[src/rtl/pcsc_pkg.sv]
// shared constants and types for the 16-bit card socket strobe control
`default_nettype none
package pcsc_pkg;
  // ===========================================================
  // strobe timing, in nanoseconds and clock cycles
  localparam int unsigned CLK_PERIOD_NS   = 8;
  localparam int unsigned SETUP_NS        = 30;
  localparam int unsigned STROBE_MIN_NS   = 150;
  localparam int unsigned HOLD_NS         = 30;
  localparam int unsigned RESET_PULSE_NS  = 10000;
  localparam int unsigned SETUP_CYC       = (SETUP_NS + CLK_PERIOD_NS - 1) / CLK_PERIOD_NS;
  localparam int unsigned STROBE_MIN_CYC  =
    (STROBE_MIN_NS + CLK_PERIOD_NS - 1) / CLK_PERIOD_NS;
  localparam int unsigned HOLD_CYC        = (HOLD_NS + CLK_PERIOD_NS - 1) / CLK_PERIOD_NS;
  localparam int unsigned RESET_PULSE_CYC =
    (RESET_PULSE_NS + CLK_PERIOD_NS - 1) / CLK_PERIOD_NS;
  localparam int unsigned CNT_W           = 16;
  // ===========================================================
  // access kinds
  localparam logic [1:0] KIND_MEM_RD = 2'h0;
  localparam logic [1:0] KIND_MEM_WR = 2'h1;
  localparam logic [1:0] KIND_IO_RD  = 2'h2;
  localparam logic [1:0] KIND_IO_WR  = 2'h3;
  // ===========================================================
  // cycle sequencer states
  typedef enum logic [2:0] {
    PCSC_IDLE,
    PCSC_SETUP,
    PCSC_STROBE,
    PCSC_HOLD,
    PCSC_DONE
  } pcsc_state_t;
endpackage : pcsc_pkg
`default_nettype wire

[src/rtl/pcsc_sync3.sv]
// three-flop synchroniser with agreement filter for one card pin
`default_nettype none
module pcsc_sync3 (
  // clock and reset
  input  wire logic clk_in,
  input  wire logic resetn_in,
  // pin and filtered level
  input  wire logic pin_in,
  input  wire logic rst_val_in,
  output logic      level_out
);
  logic s1_reg;
  logic s2_reg;
  logic s3_reg;
  logic lvl_reg;
  // ===========================================================
  // first flop feeds only the second
  always_ff @(posedge clk_in or negedge resetn_in) begin
    if (!resetn_in) begin
      s1_reg  <= 1'b1;
      s2_reg  <= 1'b1;
      s3_reg  <= 1'b1;
      lvl_reg <= 1'b1;
    end else begin
      s1_reg <= pin_in;
      s2_reg <= s1_reg;
      s3_reg <= s2_reg;
      if (s2_reg == s3_reg) begin
        lvl_reg <= s3_reg;
      end
    end
  end
  // rst_val_in only documents intent; pins idle high after reset
  assign level_out = lvl_reg | (rst_val_in & 1'b0);
endmodule : pcsc_sync3
`default_nettype wire

[src/rtl/pcsc_reset_gen.sv]
// card hard-reset pulse generator
`default_nettype none
module pcsc_reset_gen
  import pcsc_pkg::*;
#(
  parameter int unsigned PULSE_CYC = RESET_PULSE_CYC
) (
  // clock and reset
  input  wire logic clk_in,
  input  wire logic resetn_in,
  // request and card reset
  input  wire logic start_in,
  output logic      card_reset_out,
  output logic      busy_out
);
  logic [CNT_W-1:0] cnt_reg;
  logic             rst_reg;
  // ===========================================================
  // pulse held for a full count, restarted by a new request
  always_ff @(posedge clk_in or negedge resetn_in) begin
    if (!resetn_in) begin
      // card stays in reset for a full pulse after controller reset
      cnt_reg <= CNT_W'(PULSE_CYC);
      rst_reg <= 1'b1;
    end else if (start_in) begin
      cnt_reg <= CNT_W'(PULSE_CYC);
      rst_reg <= 1'b1;
    end else if (cnt_reg != '0) begin
      cnt_reg <= cnt_reg - 1'b1;
      rst_reg <= 1'b1;
    end else begin
      rst_reg <= 1'b0;
    end
  end
  assign card_reset_out = rst_reg;
  assign busy_out       = rst_reg;
endmodule : pcsc_reset_gen
`default_nettype wire

[src/rtl/pcsc_socket_ctrl.sv]
// 16-bit card socket strobe and handshake control
// Operation
// - io read cycle drives io_read_strobe so the card outputs data
// - io write cycle drives io_write_strobe low to latch data
// - memory read drives output-enable low for card read data
// - memory write uses write-enable low to latch data
// - shared line means ready only in memory-only mode
// - high on interrupt line means no interrupt pending
// - attribute select stays high for common memory accesses
// - attribute select low picks attribute memory or io space
// - card reset output forces a hard card reset
// - no strobe ends while wait is asserted; setup and hold ignore wait
// - io mode reads write-protect pin as wide port indication
// - even_byte_enable picks even bytes, odd_byte_enable odd bytes
`default_nettype none
module pcsc_socket_ctrl
  import pcsc_pkg::*;
#(
  parameter int unsigned RST_CYC = RESET_PULSE_CYC
) (
  // clock and reset
  input  wire logic       clk_in,
  input  wire logic       resetn_in,
  // host request side
  input  wire logic       req_in,
  input  wire logic [1:0] req_kind_in,
  input  wire logic       req_attr_in,
  input  wire logic       req_odd_in,
  input  wire logic       req_wide_in,
  input  wire logic       io_mode_in,
  input  wire logic       card_reset_req_in,
  output logic            busy_out,
  output logic            done_out,
  output logic            ack_seen_out,
  // host status side
  output logic            card_ready_out,
  output logic            card_irq_out,
  output logic            write_protect_out,
  output logic            wide_port_out,
  output logic            card_reset_active_out,
  // card pins, active low strobes
  output logic            io_read_strobe_n_out,
  output logic            io_write_strobe_n_out,
  output logic            oe_n_out,
  output logic            we_n_out,
  output logic            attr_sel_n_out,
  output logic            even_byte_enable_n_out,
  output logic            odd_byte_enable_n_out,
  output logic            card_reset_out,
  input  wire logic       wait_n_in,
  input  wire logic       ready_irq_in,
  input  wire logic       write_protect_in,
  input  wire logic       input_acknowledge_n_in
);
  pcsc_state_t       state_reg;
  pcsc_state_t       state_next;
  logic [CNT_W-1:0]  cnt_reg;
  logic [CNT_W-1:0]  cnt_next;
  logic [1:0]        kind_reg;
  logic              attr_reg;
  logic              odd_reg;
  logic              wide_reg;
  logic              io_rd_n_reg;
  logic              io_wr_n_reg;
  logic              oe_n_reg;
  logic              we_n_reg;
  logic              reg_n_reg;
  logic              even_n_reg;
  logic              odd_n_reg;
  logic              done_reg;
  logic              busy_reg;
  logic              ack_reg;
  logic              ready_reg;
  logic              irq_reg;
  logic              wp_reg;
  logic              wide_port_reg;
  logic              wait_s;
  logic              shared_s;
  logic              wp_s;
  logic              in_ack_s;
  logic              crst;
  logic              crst_busy;
  // ===========================================================
  // pin synchronisers
  pcsc_sync3 u_sync_wait (
    .clk_in     (clk_in),
    .resetn_in  (resetn_in),
    .pin_in     (wait_n_in),
    .rst_val_in (1'b1),
    .level_out  (wait_s)
  );
  pcsc_sync3 u_sync_rdy (
    .clk_in     (clk_in),
    .resetn_in  (resetn_in),
    .pin_in     (ready_irq_in),
    .rst_val_in (1'b1),
    .level_out  (shared_s)
  );
  pcsc_sync3 u_sync_wp (
    .clk_in     (clk_in),
    .resetn_in  (resetn_in),
    .pin_in     (write_protect_in),
    .rst_val_in (1'b1),
    .level_out  (wp_s)
  );
  pcsc_sync3 u_sync_ack (
    .clk_in     (clk_in),
    .resetn_in  (resetn_in),
    .pin_in     (input_acknowledge_n_in),
    .rst_val_in (1'b1),
    .level_out  (in_ack_s)
  );
  // ===========================================================
  // card hard reset
  pcsc_reset_gen #(
    .PULSE_CYC (RST_CYC)
  ) u_rst (
    .clk_in         (clk_in),
    .resetn_in      (resetn_in),
    .start_in       (card_reset_req_in),
    .card_reset_out (crst),
    .busy_out       (crst_busy)
  );
  // ===========================================================
  // sequencer decode
  wire wait_active = ~wait_s;
  wire take_req    = (state_reg == PCSC_IDLE) & req_in & ~crst_busy;
  wire min_done    = (cnt_reg == '0);
  wire strobe_on   = (state_next == PCSC_STROBE);
  wire addr_on     = (state_next == PCSC_SETUP) | strobe_on | (state_next == PCSC_HOLD);
  // on the take edge the captured fields are still stale, so use the request
  wire [1:0] kind_now = take_req ? req_kind_in : kind_reg;
  wire attr_now    = take_req ? req_attr_in : attr_reg;
  wire odd_now     = take_req ? req_odd_in : odd_reg;
  wire wide_now    = take_req ? req_wide_in : wide_reg;
  wire is_rd_io    = (kind_now == KIND_IO_RD);
  wire is_wr_io    = (kind_now == KIND_IO_WR);
  wire is_rd_mem   = (kind_now == KIND_MEM_RD);
  wire is_wr_mem   = (kind_now == KIND_MEM_WR);
  wire is_io       = is_rd_io | is_wr_io;

  always_comb begin
    state_next = state_reg;
    cnt_next   = cnt_reg;
    case (state_reg)
      PCSC_IDLE: begin
        if (take_req) begin
          state_next = PCSC_SETUP;
          cnt_next   = CNT_W'(SETUP_CYC - 1);
        end
      end
      PCSC_SETUP: begin
        if (min_done) begin
          state_next = PCSC_STROBE;
          cnt_next   = CNT_W'(STROBE_MIN_CYC - 1);
        end else begin
          cnt_next = cnt_reg - 1'b1;
        end
      end
      PCSC_STROBE: begin
        // strobe stays until minimum width passed and wait released
        if (!min_done) begin
          cnt_next = cnt_reg - 1'b1;
        end else if (!wait_active) begin
          state_next = PCSC_HOLD;
          cnt_next   = CNT_W'(HOLD_CYC - 1);
        end
      end
      PCSC_HOLD: begin
        if (min_done) begin
          state_next = PCSC_DONE;
        end else begin
          cnt_next = cnt_reg - 1'b1;
        end
      end
      PCSC_DONE: begin
        state_next = PCSC_IDLE;
      end
      default: begin
        state_next = PCSC_IDLE;
      end
    endcase
  end
  // ===========================================================
  // sequencer and request capture
  always_ff @(posedge clk_in or negedge resetn_in) begin
    if (!resetn_in) begin
      state_reg <= PCSC_IDLE;
      cnt_reg   <= '0;
      kind_reg  <= KIND_MEM_RD;
      attr_reg  <= 1'b0;
      odd_reg   <= 1'b0;
      wide_reg  <= 1'b0;
    end else begin
      state_reg <= state_next;
      cnt_reg   <= cnt_next;
      if (take_req) begin
        kind_reg <= req_kind_in;
        attr_reg <= req_attr_in;
        odd_reg  <= req_odd_in;
        wide_reg <= req_wide_in;
      end
    end
  end
  // ===========================================================
  // card strobes, all registered; io space always selected with reg low
  wire io_rd_n_next = ~(strobe_on & is_rd_io);
  wire io_wr_n_next = ~(strobe_on & is_wr_io);
  wire oe_n_next    = ~(strobe_on & is_rd_mem);
  wire we_n_next    = ~(strobe_on & is_wr_mem);
  wire reg_n_next   = ~(addr_on & (attr_now | is_io));
  wire wide_go      = wide_now & (~is_io | ~wp_s);
  wire even_n_next  = ~(addr_on & (~odd_now | wide_go));
  wire odd_n_next   = ~(addr_on & (odd_now | wide_go));

  always_ff @(posedge clk_in or negedge resetn_in) begin
    if (!resetn_in) begin
      io_rd_n_reg <= 1'b1;
      io_wr_n_reg <= 1'b1;
      oe_n_reg    <= 1'b1;
      we_n_reg    <= 1'b1;
      reg_n_reg   <= 1'b1;
      even_n_reg  <= 1'b1;
      odd_n_reg   <= 1'b1;
    end else begin
      io_rd_n_reg <= io_rd_n_next;
      io_wr_n_reg <= io_wr_n_next;
      oe_n_reg    <= oe_n_next;
      we_n_reg    <= we_n_next;
      reg_n_reg   <= reg_n_next;
      even_n_reg  <= even_n_next;
      odd_n_reg   <= odd_n_next;
    end
  end
  // ===========================================================
  // host handshake and card status
  always_ff @(posedge clk_in or negedge resetn_in) begin
    if (!resetn_in) begin
      done_reg      <= 1'b0;
      busy_reg      <= 1'b0;
      ack_reg       <= 1'b0;
      ready_reg     <= 1'b0;
      irq_reg       <= 1'b0;
      wp_reg        <= 1'b0;
      wide_port_reg <= 1'b0;
    end else begin
      done_reg <= (state_reg == PCSC_DONE);
      busy_reg <= (state_next != PCSC_IDLE) | crst_busy;
      if (take_req) begin
        ack_reg <= 1'b0;
      end else if (state_reg == PCSC_STROBE && is_rd_io && !in_ack_s) begin
        ack_reg <= 1'b1;
      end
      ready_reg     <= ~io_mode_in & shared_s;
      irq_reg       <= io_mode_in & ~shared_s;
      wp_reg        <= ~io_mode_in & wp_s;
      wide_port_reg <= io_mode_in & ~wp_s;
    end
  end

  assign io_read_strobe_n_out   = io_rd_n_reg;
  assign io_write_strobe_n_out  = io_wr_n_reg;
  assign oe_n_out               = oe_n_reg;
  assign we_n_out               = we_n_reg;
  assign attr_sel_n_out         = reg_n_reg;
  assign even_byte_enable_n_out = even_n_reg;
  assign odd_byte_enable_n_out  = odd_n_reg;
  assign card_reset_out         = crst;
  assign card_reset_active_out  = crst;
  assign busy_out               = busy_reg;
  assign done_out               = done_reg;
  assign ack_seen_out           = ack_reg;
  assign card_ready_out         = ready_reg;
  assign card_irq_out           = irq_reg;
  assign write_protect_out      = wp_reg;
  assign wide_port_out          = wide_port_reg;
endmodule : pcsc_socket_ctrl
`default_nettype wire

[config.mk]
export PLATFORM = sky130hd
export DESIGN_NAME = pcsc_socket_ctrl
export DESIGN_NICKNAME = d
export VERILOG_FILES = /design/src/rtl/pcsc_pkg.sv /design/src/rtl/pcsc_sync3.sv /design/src/rtl/pcsc_reset_gen.sv /design/src/rtl/pcsc_socket_ctrl.sv
export SDC_FILE = /design/constraint.sdc
export NUM_CORES = 1
export LEC_CHECK = 0
export BUFFER_PORTS_ARGS = -buffer_cell sky130_fd_sc_hd__buf_2
export CORE_MARGIN = 5
export CORE_UTILIZATION = 59
export DETAILED_ROUTE_END_ITERATION = 10
export PLACE_DENSITY = 0.87
export SYNTH_ARGS = -nofsm -noshare
export SYNTH_HDL_FRONTEND = slang
export SYNTH_HIERARCHICAL = 1
export SYNTH_SLANG_ARGS = --single-unit
[constraint.sdc]
create_clock -name clk_in -period 3 [get_ports clk_in]
set_clock_uncertainty 0.2 [all_clocks]
set_input_delay 0 -clock clk_in [delete_from_list [all_inputs] [get_ports clk_in]]
set_output_delay 0 -clock clk_in [all_outputs]
set_load 0.05 [all_outputs]
# Yosys cells after proc, flatten, opt, wreduce, memory -nomap -nowiden
# Cells that the tools add are included.
# W data, S select, Z words.
# classes
n_bitwise	35
n_mux	22
add_sub_neg	2
n_eq_ne	17
reduce_logical	12
# ops
operator	n
$mux W16	7
$pmux W16 S4	1
$sub A16 B1 Y16 const B	2
$logic_not A16 Y1	1
$reduce_bool A16 Y1	1
$mux W3	5
$and A1 B1 Y1	14
$not A1 Y1	13
$eq A3 B2 Y1 const B	4
$pmux W3 S4	1
$or A1 B1 Y1	8
$mux W1	7
$eq A3 B1 Y1 const B	2
$eq A1 B1 Y1	4
$eq A2 B2 Y1 const B	2
$ne A2 B2 Y1 const B	2
$reduce_and A4 Y1	1
$reduce_bool A2 Y1	2
$reduce_bool A4 Y1	1
$eq A3 B3 Y1 const B	1
$logic_not A3 Y1	1
$ne A3 B2 Y1 const B	1
$reduce_bool A3 Y1	1
$eq A2 B1 Y1 const B	1
other kinds (4)	5
# word_totals
in_bits	14
output_inout_bits	16
register_bits	71

# Depth between registers and ports, before layout
# depth
ltp_word	12
ltp_mapped	10
ltp_nobuf	7

# Hierarchy
# The synthesis kept the hierarchy.
# by_module_without_submodules
mod	area_each_um2	seq_area_each_um2	n_inst	cells_each
pcsc_socket_ctrl	1928.1	959.7	1	181
pcsc_reset_gen	999.7	432.9	1	104
pcsc_sync3	116.4	105.1	4	5

# Worst setup path after synthesis
# Ideal clock, no wire load.
# synth_path
path_kind	register to register
from	register, netlist name cnt_reg[0]
to	register, netlist name cnt_reg[8]
setup_slack_ns	0.589
arrival_ns	2.085
path_stages_with_launch	9
period_less_slack_ns	2.411
t_required_ns	2.674
setup_ns	0.126
cell_sequence	dfrtp_1 inv_1 ha_1 or4b_1 buf_2 o41ai_4 a21oi_2 o211a_1 a221o_1

==> out/metrics.cfg <==
[run_status]
outcome = complete, no violations

[cts]
h-tree-depth = 3
clk_latency_ps = 340
cts-buffers-inserted = 9
clk_path_buf_depth = 2
clock_sinks = 71
clkTransAtPathRegs_ps = 80
cts_root_buffer = clkbuf_8
cts_tree = yes
post_cts_resized = 0

[worst_setup_path]
critical_path_class = reg -> reg
cp-start-kind = register
path_buf_inv = 1
path_cells = inv_1 -> ha_1 -> or4b_1 -> o41ai_4 -> a21oi_2 -> o211a_1 -> a221o_1
cp_max_fo = 12
setup.worst_path.end_class = register
slowest_delay_ps = 660
crit_slowest_cell = or4b_1
path_delay_family = compound AO/OA/AOI/OAI gates
required_ps = 3030
cp.arrival_ps = 2850

[sta]
period_needed_ps = 2820
rsz0062_at_grt = no
fmax_mhz = 354
drv_slew = 0
hold_viol = 0
whs_ps = 107
finalSetupViolations = 0
max-slew-margin-rel_pct = 54.4
fin_setup_tns_ps = 0
worst_pin_slew_ps = 679
post-route-period-util_pct = 94.1

[placement]
portBuffers = 29
hpwl_mm = 4.87
placedCellCount = 396
place.gp.congestion = 0.848

[global_route]
grt.met2_usage_pct = 36.7
grt_pass1_vias = 2605
busiest_layer = met2
met1_usage_pct = 25.0
antenna_found_initial = 0
track_usage_pct = 20.8
grt_max_degree = 42
met3_usage_pct = 5.57
overflow = 0
grt_pass1_wl_mm = 12.3

[drt]
drc = 0
drtAntennaViolNets = 0
drt_pass1_iterations = 4
vias_per_cell = 6.07
vias = 2594
drt_iter0_markers = 249
routedWlPerCell_um = 16.4
wirelength_mm = 7.02

[finish]
post-route-util_pct = 70.8
final_cell_count_no_fill = 427
layout_common_cells = dfrtp_1, dfstp_2, buf_2, nand2_1, nor2_1
final_common_cell = dfrtp_1
layout.nets = 366
antenna_cells = 0
layout-drive-gt1-share_pct = 30.4
area_growth_pct = 15.8
n_fill_cell = 371

[die]
ios = 30
fp.dieW_um = 85.8
dieArea_mm2 = 0.00736
initial_core_util_pct = 61.2
die_y_um = 85.8
fp-row-count = 27
coreArea_mm2 = 0.00554

[yosys]
ys.warnings.count = 6
syn_avg_cell_area_um2 = 11.1
syn_nets = 320
synthCells = 304
syn_area_mm2 = 0.00339

[power]
powerDensity_mw_per_mm2 = 498
p_leak_nw = 1.61
fin_total_pwr_mw = 1.95
ir_worst_vdd_uv = 354

[worst_hold_path]
hp-class = in -> reg

[flow_run]
drv_cap = 0

-- final timing paths --
kind,end,startpoint,cells after the start,slack (ps)
min in group asynchronous,u_sync_rdy/level_out,resetn_in,3,550
worst min register to register,u_sync_wp/s2_reg,u_sync_wp/s1_reg,0,150
worst max register to register,cnt_reg[8],cnt_reg[0],7,180
max in group asynchronous,ack_seen_out,resetn_in,4,1390
worst min-delay path,u_sync_wait/s1_reg,wait_n_in,2,110
worst max-delay path,cnt_reg[8],cnt_reg[0],7,180
-- final cells by class --
cell class / count / area, µm² / share of cell area, %
tap: 72 / 90.1 / 2.30
multi-input combinational: 210 / 1460 / 37.1
clock inverter: 7 / 78.8 / 2.01
inverter: 10 / 37.5 / 0.957
timing repair buffer: 48 / 325 / 8.29
clock buffer: 9 / 124 / 3.16
sequential: 71 / 1810 / 46.2
-- power breakdown --
part           internal, mW  total [mW]  switching [mW]
registers              1.01        1.03          0.0271
logic                0.0581       0.150          0.0918
clock network         0.392       0.771           0.379
total                  1.46        1.95           0.497
-- per-stage QoR --
stage | instance area, µm² | worst slack (ps)
6_report | 3920 | 177
5_1_grt | 3920 | 47.4
4_1_cts | 3920 | 197
3_5_place_dp | 3570 | 183
3_3_place_gp | 3570 | 328
2_1_floorplan | 3390 | 589
-- what timing repair did --
action | in CTS | in global routing
hold buffers | 15 | 0
setup buffers | 0 | 0
endpoints found under the hold margin | 87 | 0
-- per-layer routing --
layer | vias to the layer above | part of all wire (%)
met5 | - | 0
met4 | 0 | 1.3
met3 | 11 | 5.6
met2 | 86 | 53
met1 | 1278 | 40
li1 | 1219 | -
Note: power is estimated with default switching activity, not from simulation.
